### config.mk
export PLATFORM = sky130hd
export DESIGN_NAME = acd_command_decoder
export DESIGN_NICKNAME = d
export VERILOG_FILES = /design/src/acd_pkg.sv /design/src/acd_sync.sv /design/src/acd_command_decoder.sv
export SDC_FILE = /design/constraint.sdc
export NUM_CORES = 1
export LEC_CHECK = 0
export ABC_CLOCK_PERIOD_IN_PS = 2100
export BUFFER_PORTS_ARGS = -buffer_cell sky130_fd_sc_hd__buf_2
export CAP_MARGIN = 20
export CORE_MARGIN = 2
export CORE_UTILIZATION = 41
export DETAILED_ROUTE_END_ITERATION = 7
export PLACE_DENSITY = 0.61
export SYNTH_ARGS = -nofsm -noshare
export SYNTH_HDL_FRONTEND = slang
export SYNTH_SLANG_ARGS = --single-unit
export TNS_END_PERCENT = 5
### constraint.sdc
create_clock -name clock -period 2.1 [get_ports clock]
set_clock_uncertainty 0.2 [all_clocks]
set_input_delay 0.525 -clock clock [delete_from_list [all_inputs] [get_ports clock]]
set_output_delay 0.525 -clock clock [all_outputs]
set_load 0.05 [all_outputs]
### src/acd_pkg.sv
// Constants and types for the converter command decoder
package acd_pkg;
	localparam int WORD_BITS   = 16;
	localparam int OPCODE_BITS = 4;
	localparam int CONFIG_BITS = 12;

	// Operation codes carried in the top four bits of each input word
	localparam logic [3:0] OP_CHANNEL_LAST = 4'h7;
	localparam logic [3:0] OP_POWER_DOWN   = 4'h8;
	localparam logic [3:0] OP_CONFIG_READ  = 4'h9;
	localparam logic [3:0] OP_CONFIG_WRITE = 4'ha;
	localparam logic [3:0] OP_TEST_MID     = 4'hb;
	localparam logic [3:0] OP_TEST_LOW     = 4'hc;
	localparam logic [3:0] OP_TEST_HIGH    = 4'hd;
	localparam logic [3:0] OP_FIFO_READ    = 4'he;
	localparam logic [3:0] OP_RESERVED     = 4'hf;

	// Configuration word field positions
	localparam int CFG_REF_SOURCE_BIT = 11;
	localparam int CFG_REF_LEVEL_BIT  = 10;
	localparam int CFG_SAMPLE_BIT     = 9;
	localparam int CFG_CLOCK_MSB      = 8;
	localparam int CFG_CLOCK_LSB      = 7;
	localparam int CFG_MODE_MSB       = 6;
	localparam int CFG_MODE_LSB       = 5;
	localparam int CFG_SWEEP_MSB      = 4;
	localparam int CFG_SWEEP_LSB      = 3;
	localparam int CFG_PIN_FUNC_BIT   = 2;
	localparam int CFG_TRIGGER_MSB    = 1;
	localparam int CFG_TRIGGER_LSB    = 0;

	localparam logic [11:0] CONFIG_RESET = 12'h000;

	// Sampling lengths in serial clocks
	localparam logic [4:0] SHORT_SAMPLE_SCLKS = 5'h0c;
	localparam logic [4:0] LONG_SAMPLE_SCLKS  = 5'h18;

	// FIFO levels that raise the interrupt, per trigger code
	localparam logic [2:0] TRIGGER_LEVEL_FULL    = 3'h7;
	localparam logic [2:0] TRIGGER_LEVEL_3Q      = 3'h5;
	localparam logic [2:0] TRIGGER_LEVEL_HALF    = 3'h3;
	localparam logic [2:0] TRIGGER_LEVEL_QUARTER = 3'h1;

	typedef enum logic [1:0] {
		clk_internal_oscillator,
		clk_serial,
		clk_serial_div4,
		clk_serial_div2
	} acd_conv_clock_type;

	typedef enum logic [1:0] {
		mode_single_shot,
		mode_repeat,
		mode_sweep,
		mode_repeat_sweep
	} acd_conv_mode_type;

	typedef enum logic [1:0] {
		test_none,
		test_midpoint,
		test_low_reference,
		test_high_reference
	} acd_test_input_type;

	typedef enum {
		st_idle,
		st_shift,
		st_done
	} acd_frame_state_type;
endpackage : acd_pkg

### src/acd_sync.sv
// Two flip-flop synchroniser for pin inputs
`timescale 1ns/1ps
module acd_sync #(
	parameter int          WIDTH      = 1,
	parameter logic [31:0] RESET_BITS = 32'h0000_0000
) (
	input  wire logic             clock,
	input  wire logic             rst_n,
	input  wire logic [WIDTH-1:0] async_in,
	output logic      [WIDTH-1:0] sync_out
);
	logic [WIDTH-1:0] stage_one;

	// First stage feeds only the second stage
	always_ff @(posedge clock) begin
		if (!rst_n) begin
			stage_one <= RESET_BITS[WIDTH-1:0];
			sync_out  <= RESET_BITS[WIDTH-1:0];
		end else begin
			stage_one <= async_in;
			sync_out  <= stage_one;
		end
	end
endmodule : acd_sync

### src/acd_command_decoder.sv
// Serial command decoder and configuration word of the converter
//
// Notes on behaviour
// - Word is 4-bit code plus 12-bit field
// - Codes 0 to 7 select input channels
// - Code 8 enters software power-down
// - Code 9 returns configuration in low bits
// - Code A loads configuration from same word
// - Codes B, C, D select test voltages
// - Code E reads FIFO, low nibble zero
// - Configuration survives every power-down state
// - Clock pause mid-write loses no state
// - Bit 11 picks internal or external reference
// - Bit 10 picks 2 V or 4 V
// - Bit 9 picks 12 or 24 clocks
// - Bits 8:7 pick conversion clock source
// - Bits 6:5 pick conversion mode
// - Bits 4:3 pick sweep order, sweeps only
// - Bit 2 picks interrupt or end-of-conversion
// - Bits 1:0 pick FIFO trigger level
// - First four output bits are don't care on code 9 reads
// - Sampling starts after conversion command decoded
`timescale 1ns/1ps
module acd_command_decoder (
	input  wire logic                       clock,
	input  wire logic                       rst_n,
	input  wire logic                       cs_n_pin,
	input  wire logic                       sclk_pin,
	input  wire logic                       sdi_pin,
	output logic                            sdo,
	output logic                            sdo_oe,
	input  wire logic [11:0]                result_word,
	output logic                            sample_start,
	output logic [2:0]                      selected_input,
	output acd_pkg::acd_test_input_type     test_input,
	output logic                            power_down,
	output logic                            fifo_pop,
	output logic                            config_written,
	output logic [11:0]                     configuration_word,
	output logic                            reference_internal,
	output logic                            reference_is_2v,
	output logic [4:0]                      sample_sclks,
	output acd_pkg::acd_conv_clock_type     conv_clock_source,
	output acd_pkg::acd_conv_mode_type      conv_mode,
	output logic [1:0]                      sweep_order,
	output logic                            sweep_enable,
	output logic                            status_pin_is_eoc,
	output logic                            fifo_used,
	output logic [2:0]                      fifo_trigger_level
);
	import acd_pkg::*;

	logic [2:0]          pins_sync;
	logic                cs_n_s;
	logic                sclk_s;
	logic                sdi_s;
	logic                sclk_prev;
	logic                cs_n_prev;
	acd_frame_state_type state;
	logic [4:0]          in_count;
	logic [3:0]          out_count;
	logic [14:0]         shift_in;
	logic [3:0]          operation_code;
	logic [15:0]         resp_word;

	// Pin inputs cross into the clock domain before use
	acd_sync #(
		.WIDTH      (3),
		.RESET_BITS (32'h0000_0004)
	) pin_sync (
		.clock    (clock),
		.rst_n    (rst_n),
		.async_in ({cs_n_pin, sclk_pin, sdi_pin}),
		.sync_out (pins_sync)
	);
	assign cs_n_s = pins_sync[2];
	assign sclk_s = pins_sync[1];
	assign sdi_s  = pins_sync[0];

	always_ff @(posedge clock) begin
		if (!rst_n) begin
			sclk_prev <= 1'b0;
			cs_n_prev <= 1'b1;
		end else begin
			sclk_prev <= sclk_s;
			cs_n_prev <= cs_n_s;
		end
	end

	wire sclk_rise  = sclk_s && !sclk_prev;
	wire sclk_fall  = !sclk_s && sclk_prev;
	wire cs_fall    = !cs_n_s && cs_n_prev;
	wire cs_rise    = cs_n_s && !cs_n_prev;
	wire in_frame   = (state == st_shift) && !cs_rise;
	wire bit_taken  = in_frame && sclk_rise && (in_count < 5'h10);
	wire [15:0] next_word = {shift_in, sdi_s};

	// Code is known once the fourth bit has been taken
	wire code_done  = bit_taken && (in_count == 5'h03);
	wire word_done  = bit_taken && (in_count == 5'h0f);
	wire [3:0] next_code = next_word[3:0];

	wire is_channel = (next_code <= OP_CHANNEL_LAST);
	wire is_test    = (next_code == OP_TEST_MID) ||
	                  (next_code == OP_TEST_LOW) ||
	                  (next_code == OP_TEST_HIGH);
	wire is_pdown   = (next_code == OP_POWER_DOWN);
	wire is_cfg_rd  = (next_code == OP_CONFIG_READ);

	wire cfg_load   = word_done && (operation_code == OP_CONFIG_WRITE);
	wire fifo_done  = word_done && (operation_code == OP_FIFO_READ);

	acd_test_input_type next_test;
	assign next_test = (next_code == OP_TEST_MID) ? test_midpoint :
	                   (next_code == OP_TEST_LOW) ? test_low_reference :
	                   test_high_reference;

	// Frame sequencing
	always_ff @(posedge clock) begin
		if (!rst_n) begin
			state <= st_idle;
		end else begin
			case (state)
				st_idle: begin
					if (cs_fall)
						state <= st_shift;
				end
				st_shift: begin
					if (cs_rise)
						state <= st_idle;
					else if (word_done)
						state <= st_done;
				end
				st_done: begin
					if (cs_rise)
						state <= st_idle;
				end
				default: state <= st_idle;
			endcase
		end
	end

	always_ff @(posedge clock) begin
		if (!rst_n) begin
			in_count <= 5'h00;
			shift_in <= 15'h0000;
		end else if (cs_fall && state == st_idle) begin
			in_count <= 5'h00;
		end else if (bit_taken) begin
			in_count <= in_count + 5'h01;
			shift_in <= next_word[14:0];
		end
	end

	// top four bits form the code
	always_ff @(posedge clock) begin
		if (!rst_n)
			operation_code <= 4'h0;
		else if (code_done)
			operation_code <= next_code;
	end

	always_ff @(posedge clock) begin
		if (!rst_n) begin
			sample_start   <= 1'b0;
			selected_input <= 3'h0;
			test_input     <= test_none;
		end else begin
			sample_start <= code_done && (is_channel || is_test);
			if (code_done && is_channel) begin
				selected_input <= next_code[2:0];
				test_input     <= test_none;
			end else if (code_done && is_test) begin
				test_input <= next_test;
			end
		end
	end

	always_ff @(posedge clock) begin
		if (!rst_n)
			power_down <= 1'b0;
		else if (code_done && is_pdown)
			power_down <= 1'b1;
		else if (code_done && (is_channel || is_test))
			power_down <= 1'b0;
	end

	always_ff @(posedge clock) begin
		if (!rst_n) begin
			configuration_word <= CONFIG_RESET;
			config_written     <= 1'b0;
		end else begin
			config_written <= cfg_load;
			if (cfg_load)
				configuration_word <= next_word[11:0];
		end
	end

	// FIFO entry consumed when read ends
	always_ff @(posedge clock) begin
		if (!rst_n)
			fifo_pop <= 1'b0;
		else
			fifo_pop <= fifo_done;
	end

	always_ff @(posedge clock) begin
		if (!rst_n)
			resp_word <= 16'h0000;
		else if (cs_fall && state == st_idle)
			resp_word <= {result_word, 4'h0};
		else if (code_done && is_cfg_rd)
			resp_word <= {resp_word[15:12], configuration_word};
	end

	// Output index lags input by half a clock
	wire [3:0] out_index = 4'(4'he - out_count);
	// Not gated by state: the sixteenth fall comes while in the done state
	wire       last_fall = sdo_oe && sclk_fall && (out_count == 4'hf);

	always_ff @(posedge clock) begin
		if (!rst_n) begin
			out_count <= 4'h0;
			sdo       <= 1'b0;
			sdo_oe    <= 1'b0;
		end else if (cs_fall && state == st_idle) begin
			out_count <= 4'h0;
			sdo       <= result_word[11];
			sdo_oe    <= 1'b1;
		end else if (cs_rise || last_fall) begin
			sdo_oe <= 1'b0;
		end else if (sdo_oe && sclk_fall) begin
			out_count <= out_count + 4'h1;
			sdo       <= resp_word[out_index];
		end
	end

	assign reference_internal = configuration_word[CFG_REF_SOURCE_BIT];
	assign reference_is_2v    = configuration_word[CFG_REF_LEVEL_BIT];
	assign sample_sclks = configuration_word[CFG_SAMPLE_BIT] ?
	                      LONG_SAMPLE_SCLKS : SHORT_SAMPLE_SCLKS;
	assign conv_clock_source = acd_conv_clock_type'(
		configuration_word[CFG_CLOCK_MSB:CFG_CLOCK_LSB]);
	// conversion mode, FIFO idle in single shot
	assign conv_mode = acd_conv_mode_type'(
		configuration_word[CFG_MODE_MSB:CFG_MODE_LSB]);
	assign fifo_used = (conv_mode != mode_single_shot);
	// order only matters in sweep modes
	assign sweep_order  = configuration_word[CFG_SWEEP_MSB:CFG_SWEEP_LSB];
	assign sweep_enable = (conv_mode == mode_sweep) ||
	                      (conv_mode == mode_repeat_sweep);
	assign status_pin_is_eoc = configuration_word[CFG_PIN_FUNC_BIT];

	// trigger level, zero when FIFO unused
	wire [1:0] trig_code =
		configuration_word[CFG_TRIGGER_MSB:CFG_TRIGGER_LSB];
	wire [2:0] trig_level =
		(trig_code == 2'h0) ? TRIGGER_LEVEL_FULL :
		(trig_code == 2'h1) ? TRIGGER_LEVEL_3Q :
		(trig_code == 2'h2) ? TRIGGER_LEVEL_HALF :
		TRIGGER_LEVEL_QUARTER;
	assign fifo_trigger_level = fifo_used ? trig_level : 3'h0;

	// Checks on the decode and configuration paths
	cfg_write_a: assert property (
		@(posedge clock) disable iff (!rst_n)
		cfg_load |=> configuration_word == $past(next_word[11:0])
		             && config_written)
		else $error("configuration write not applied");

	cfg_hold_a: assert property (
		@(posedge clock) disable iff (!rst_n)
		!cfg_load |=> $stable(configuration_word))
		else $error("configuration changed without a write");

	chan_select_a: assert property (
		@(posedge clock) disable iff (!rst_n)
		(code_done && is_channel) |=> sample_start
		  && selected_input == $past(next_code[2:0])
		  && test_input == test_none ##1 !sample_start)
		else $error("channel select decode wrong");

	test_select_a: assert property (
		@(posedge clock) disable iff (!rst_n)
		(code_done && next_code == OP_TEST_LOW) |=>
		  sample_start && test_input == test_low_reference)
		else $error("test input decode wrong");

	power_down_a: assert property (
		@(posedge clock) disable iff (!rst_n)
		(code_done && is_pdown) |=> power_down && !sample_start)
		else $error("power-down not entered");

	reserved_op_a: assert property (
		@(posedge clock) disable iff (!rst_n)
		(code_done && next_code == OP_RESERVED) |=>
		  !sample_start && $stable(power_down)
		  && $stable(selected_input))
		else $error("reserved code had an effect");

	cfg_read_a: assert property (
		@(posedge clock) disable iff (!rst_n)
		(code_done && is_cfg_rd) |=>
		  resp_word[11:0] == configuration_word)
		else $error("configuration not presented on output");

	fifo_nibble_a: assert property (
		@(posedge clock) disable iff (!rst_n)
		(cs_fall && state == st_idle) |=> resp_word[3:0] == 4'h0
		  && resp_word[15:4] == $past(result_word) && sdo_oe)
		else $error("FIFO word framing wrong");

	pause_hold_a: assert property (
		@(posedge clock) disable iff (!rst_n)
		(state == st_shift && !sclk_rise && !cs_rise) |=>
		  $stable(in_count) && $stable(shift_in))
		else $error("state lost while serial clock paused");

	trigger_map_a: assert property (
		@(posedge clock) disable iff (!rst_n)
		(fifo_used && trig_code == 2'h1) |->
		  fifo_trigger_level == 3'h5)
		else $error("trigger level mapping wrong");

	cover_write_c: cover property (@(posedge clock) cfg_load);
	cover_read_c: cover property (@(posedge clock)
		code_done && is_cfg_rd);
	cover_fifo_c: cover property (@(posedge clock) fifo_done);
	cover_sample_c: cover property (@(posedge clock)
		code_done && is_channel);
endmodule : acd_command_decoder

==> flow_metrics.py <==
metrics = {
    "clock_network": {
        "clk_pin_slew_ns": 0.08,
        "cts_max_path_buffers": 2,
        "cts_hold_buf": 0,
        "cts_setup_buffers": 0,
        "cts-htree-levels": 3,
        "cts_sinks": 73,
        "clockRootBuffer": "clkbuf_8",
        "clk_latency_ns": 0.35,
        "cts_buffers": 9,
        "cts_tree": "done",
    },
    "yosys": {
        "yosysSeqAreaShare": 0.4685,
        "synth.most_common_cell": "dfxtp_1",
        "synth_cells": 345,
        "synth_warnings": 0,
        "synthTopCellsByArea": "dfxtp_1 47%, mux2i_1 8.3%, a21oi_1 6.3%",
        "synth_ff_type": "dfxtp_1",
        "yosysTopAreaCell": "dfxtp_1",
        "synth_edf_count": 0,
        "synth_seq_cells": 73,
        "ys_types": 42,
        "async_flop_share": 0,
        "syn-cell-area_um2": 3119,
        "synth_top_area_frac": 0.4685,
        "postSynthAreaPerCell_um2": 9.041,
        "synth_commonest_cells": "73 x dfxtp_1, 46 x nand2_1, 39 x a21oi_1",
    },
    "layout": {
        "fill_cells": 712,
        "final_util": 0.5120,
        "area_delta_synth_final_pct": 19.70,
        "antenna_cells": 0,
        "drive_above_1_share": 0.2707,
        "final_cells": 498,
        "finalNetCount": 415,
    },
    "global_route": {
        "gr-usage-all-layers": 0.1648,
        "antenna_found_initial": 0,
        "grt_overflow": 0,
        "grt_pass1_wl_mm": 10.90,
        "grt_start_max_net_pins": 24,
        "grt_pass1_vias": 2274,
    },
    "placed_design": {
        "hpwl_mm": 4.645,
        "gp_congestion": 0.7878,
        "io_buffers": 55,
        "dp.cells": 482,
    },
    "run": {
        "drv_cap": 0,
    },
    "worst_setup_path": {
        "crit_required_ns": 2.14,
        "crit_slowest_cell": "mux4_2",
        "path_cells": "ha_4 > mux4_2 > mux4_2 > o311a_1",
        "crit_family": "multiplexers",
        "critPathLaunchType": "register",
        "slowest_delay_ns": 0.49,
        "critPathArrivalTime_ns": 2.21,
        "critPathMaxFanout": 2,
        "critPathKind": "reg2reg",
        "rr_startpoint": "out_count[1]",
        "cp-startpoint": "out_count[1]",
        "endpoint_kind": "register",
        "crit_path_frequent_cell": "mux4_2",
        "path_buf_inv": 0,
    },
    "route": {
        "dr_wl_met3_um": 210,
        "drt-initial-drc-count": 69,
        "topRoutingLayerUsed": "met4",
        "viasPerCell": 4.950,
        "wl_per_cell_um": 12.97,
        "ant_nets": 0,
        "wirelength_mm": 6.459,
        "drc": 0,
        "dr_wl_met2_mm": 2.947,
        "first_pass_iters": 4,
        "met1Wirelength_mm": 3.163,
        "num_vias": 2465,
    },
    "timing": {
        "rsz0062_at_grt": "yes",
        "fmax_ghz": 0.4612,
        "setup_viol": 1,
        "finalCriticalPeriod_ns": 2.168,
        "timing.final.ws_setup_ns": -0.06844,
        "hold_viol": 0,
        "slew_violations": 0,
        "period_share": 1.033,
    },
    "power": {
        "p_switching_uw": 608.8,
        "p_int_uw": 2121,
        "vdd_drop_max_mv": 0.4905,
        "comb_power_share": 0.044,
        "p_leak_uw": 0.001606,
        "power_density_nw_per_um2": 731.1,
        "p_seq_frac": 0.519,
        "switching_share": 0.2230,
        "p_clk_frac": 0.437,
    },
    "floorplan": {
        "dieHeight_um": 91.23,
        "io_pins": 59,
        "die_area_um2": 8322,
        "core_area_um2": 7292,
        "start_util": 0.4278,
        "die_x_um": 91.23,
        "num_rows": 31,
    },
    "run_status": {
        "violations": "negative setup slack",
        "status": "finished with violations",
    },
    "min_path": {
        "holdCritPathClass": "in2reg",
        "min_from": "cs_n_pin",
    },
}
[area by class of cell]
class | instances | area [um2] | area share
Tap cell | 99 | 123.9 | 0.03318
Multi-Input combinational cell | 226 | 1435 | 0.3844
Sequential cell | 73 | 1466 | 0.3928
Clock buffer | 10 | 127.6 | 0.03418
Timing Repair Buffer | 76 | 457.9 | 0.1227
Clock inverter | 6 | 92.59 | 0.02480
Inverter | 8 | 30.03 | 0.008043
[repair_timing]
| action | CTS | global route |
|---|---|---|
| endpoints found under the setup margin | 1 | 24 |
| pin swaps | 0 | 1 |
| resized for setup | 1 | 7 |
[final timing paths]
kind         slack, ns  cells past startpoint                    end
max              -0.07                      4                    sdo
min               0.16                      2  pin_sync.stage_one[2]
max reg2reg      -0.07                      4                    sdo
min reg2reg       0.21                      1   pin_sync.sync_out[2]
[cell usage in the layout (no fill, tap or decap), drive strengths merged, types with 2 or more instances in the layout]
master / instances
a21oi: 39
and2: 6
and3: 2
buf: 76
bufinv: 2
clkbuf: 10
clkinv: 2
clkinvlp: 2
conb: 3
dfxtp: 73
ha: 4
inv: 8
mux2i: 26
mux4: 5
nand2: 46
nand2b: 7
nand3: 8
nand4: 3
nor2: 32
nor2b: 2
nor3: 5
nor3b: 2
o21ai: 15
or3: 5
xnor2: 2
xor2: 4
[layer usage]
layer / vias up / global-route usage
met5: - / 0
met4: 0 / 0.07955
met3: 10 / 0.03154
met2: 44 / 0.2519
met1: 1155 / 0.2234
li1: 1256 / -
[power by group through the flow]
stage | clock [uW] | combinational [uW] | sequential, uW
after floorplan | 0 | 82.8 | 1450
after global placement | 0 | 120 | 1450
after detailed placement | 0 | 121 | 1450
after CTS | 1230 | 121 | 1420
after global routing | 1300 | 132 | 1420
final | 1190 | 121 | 1420
[metrics by stage]
stage	total power, uW	TNS, ns	instance area [um2]	worst slack (ns)	hold slack [ns]
floorplan	1534	-0.3689	3138	-0.1062	0.1863
global placement	1568	-0.07094	3497	-0.07094	0.1983
detailed placement	1570	-0.1215	3497	-0.1215	0.1937
CTS	2766	-0.07897	3714	-0.07897	0.1515
global route	2846	-0.2104	3734	-0.1116	0.1624
finish	2730	-0.06844	3734	-0.06844	0.1602
[cells by family after synthesis]
group	Yosys count	share of synthesized area
and+or+nand+nor	123	0.1921
DFF	73	0.4685
AOI/OAI and AO/OA	59	0.09988
buffers and inverters	47	0.08103
muxes	31	0.1231
xor gates and xnor gates	6	0.01685
adders and majority gates	4	0.01605
other	2	0.002408
[registers in the layout, summed over array words and instances, names as in the netlist, 2 cells and up]
register            flops
selected_input          3
shift_in               11
configuration_word     12
operation_code          4
test_input              2
state                   2
pin_sync.stage_one      3
resp_word              16
out_count               4
pin_sync.sync_out       3
in_count                5
Note: power is estimated with default switching activity, not from simulation.
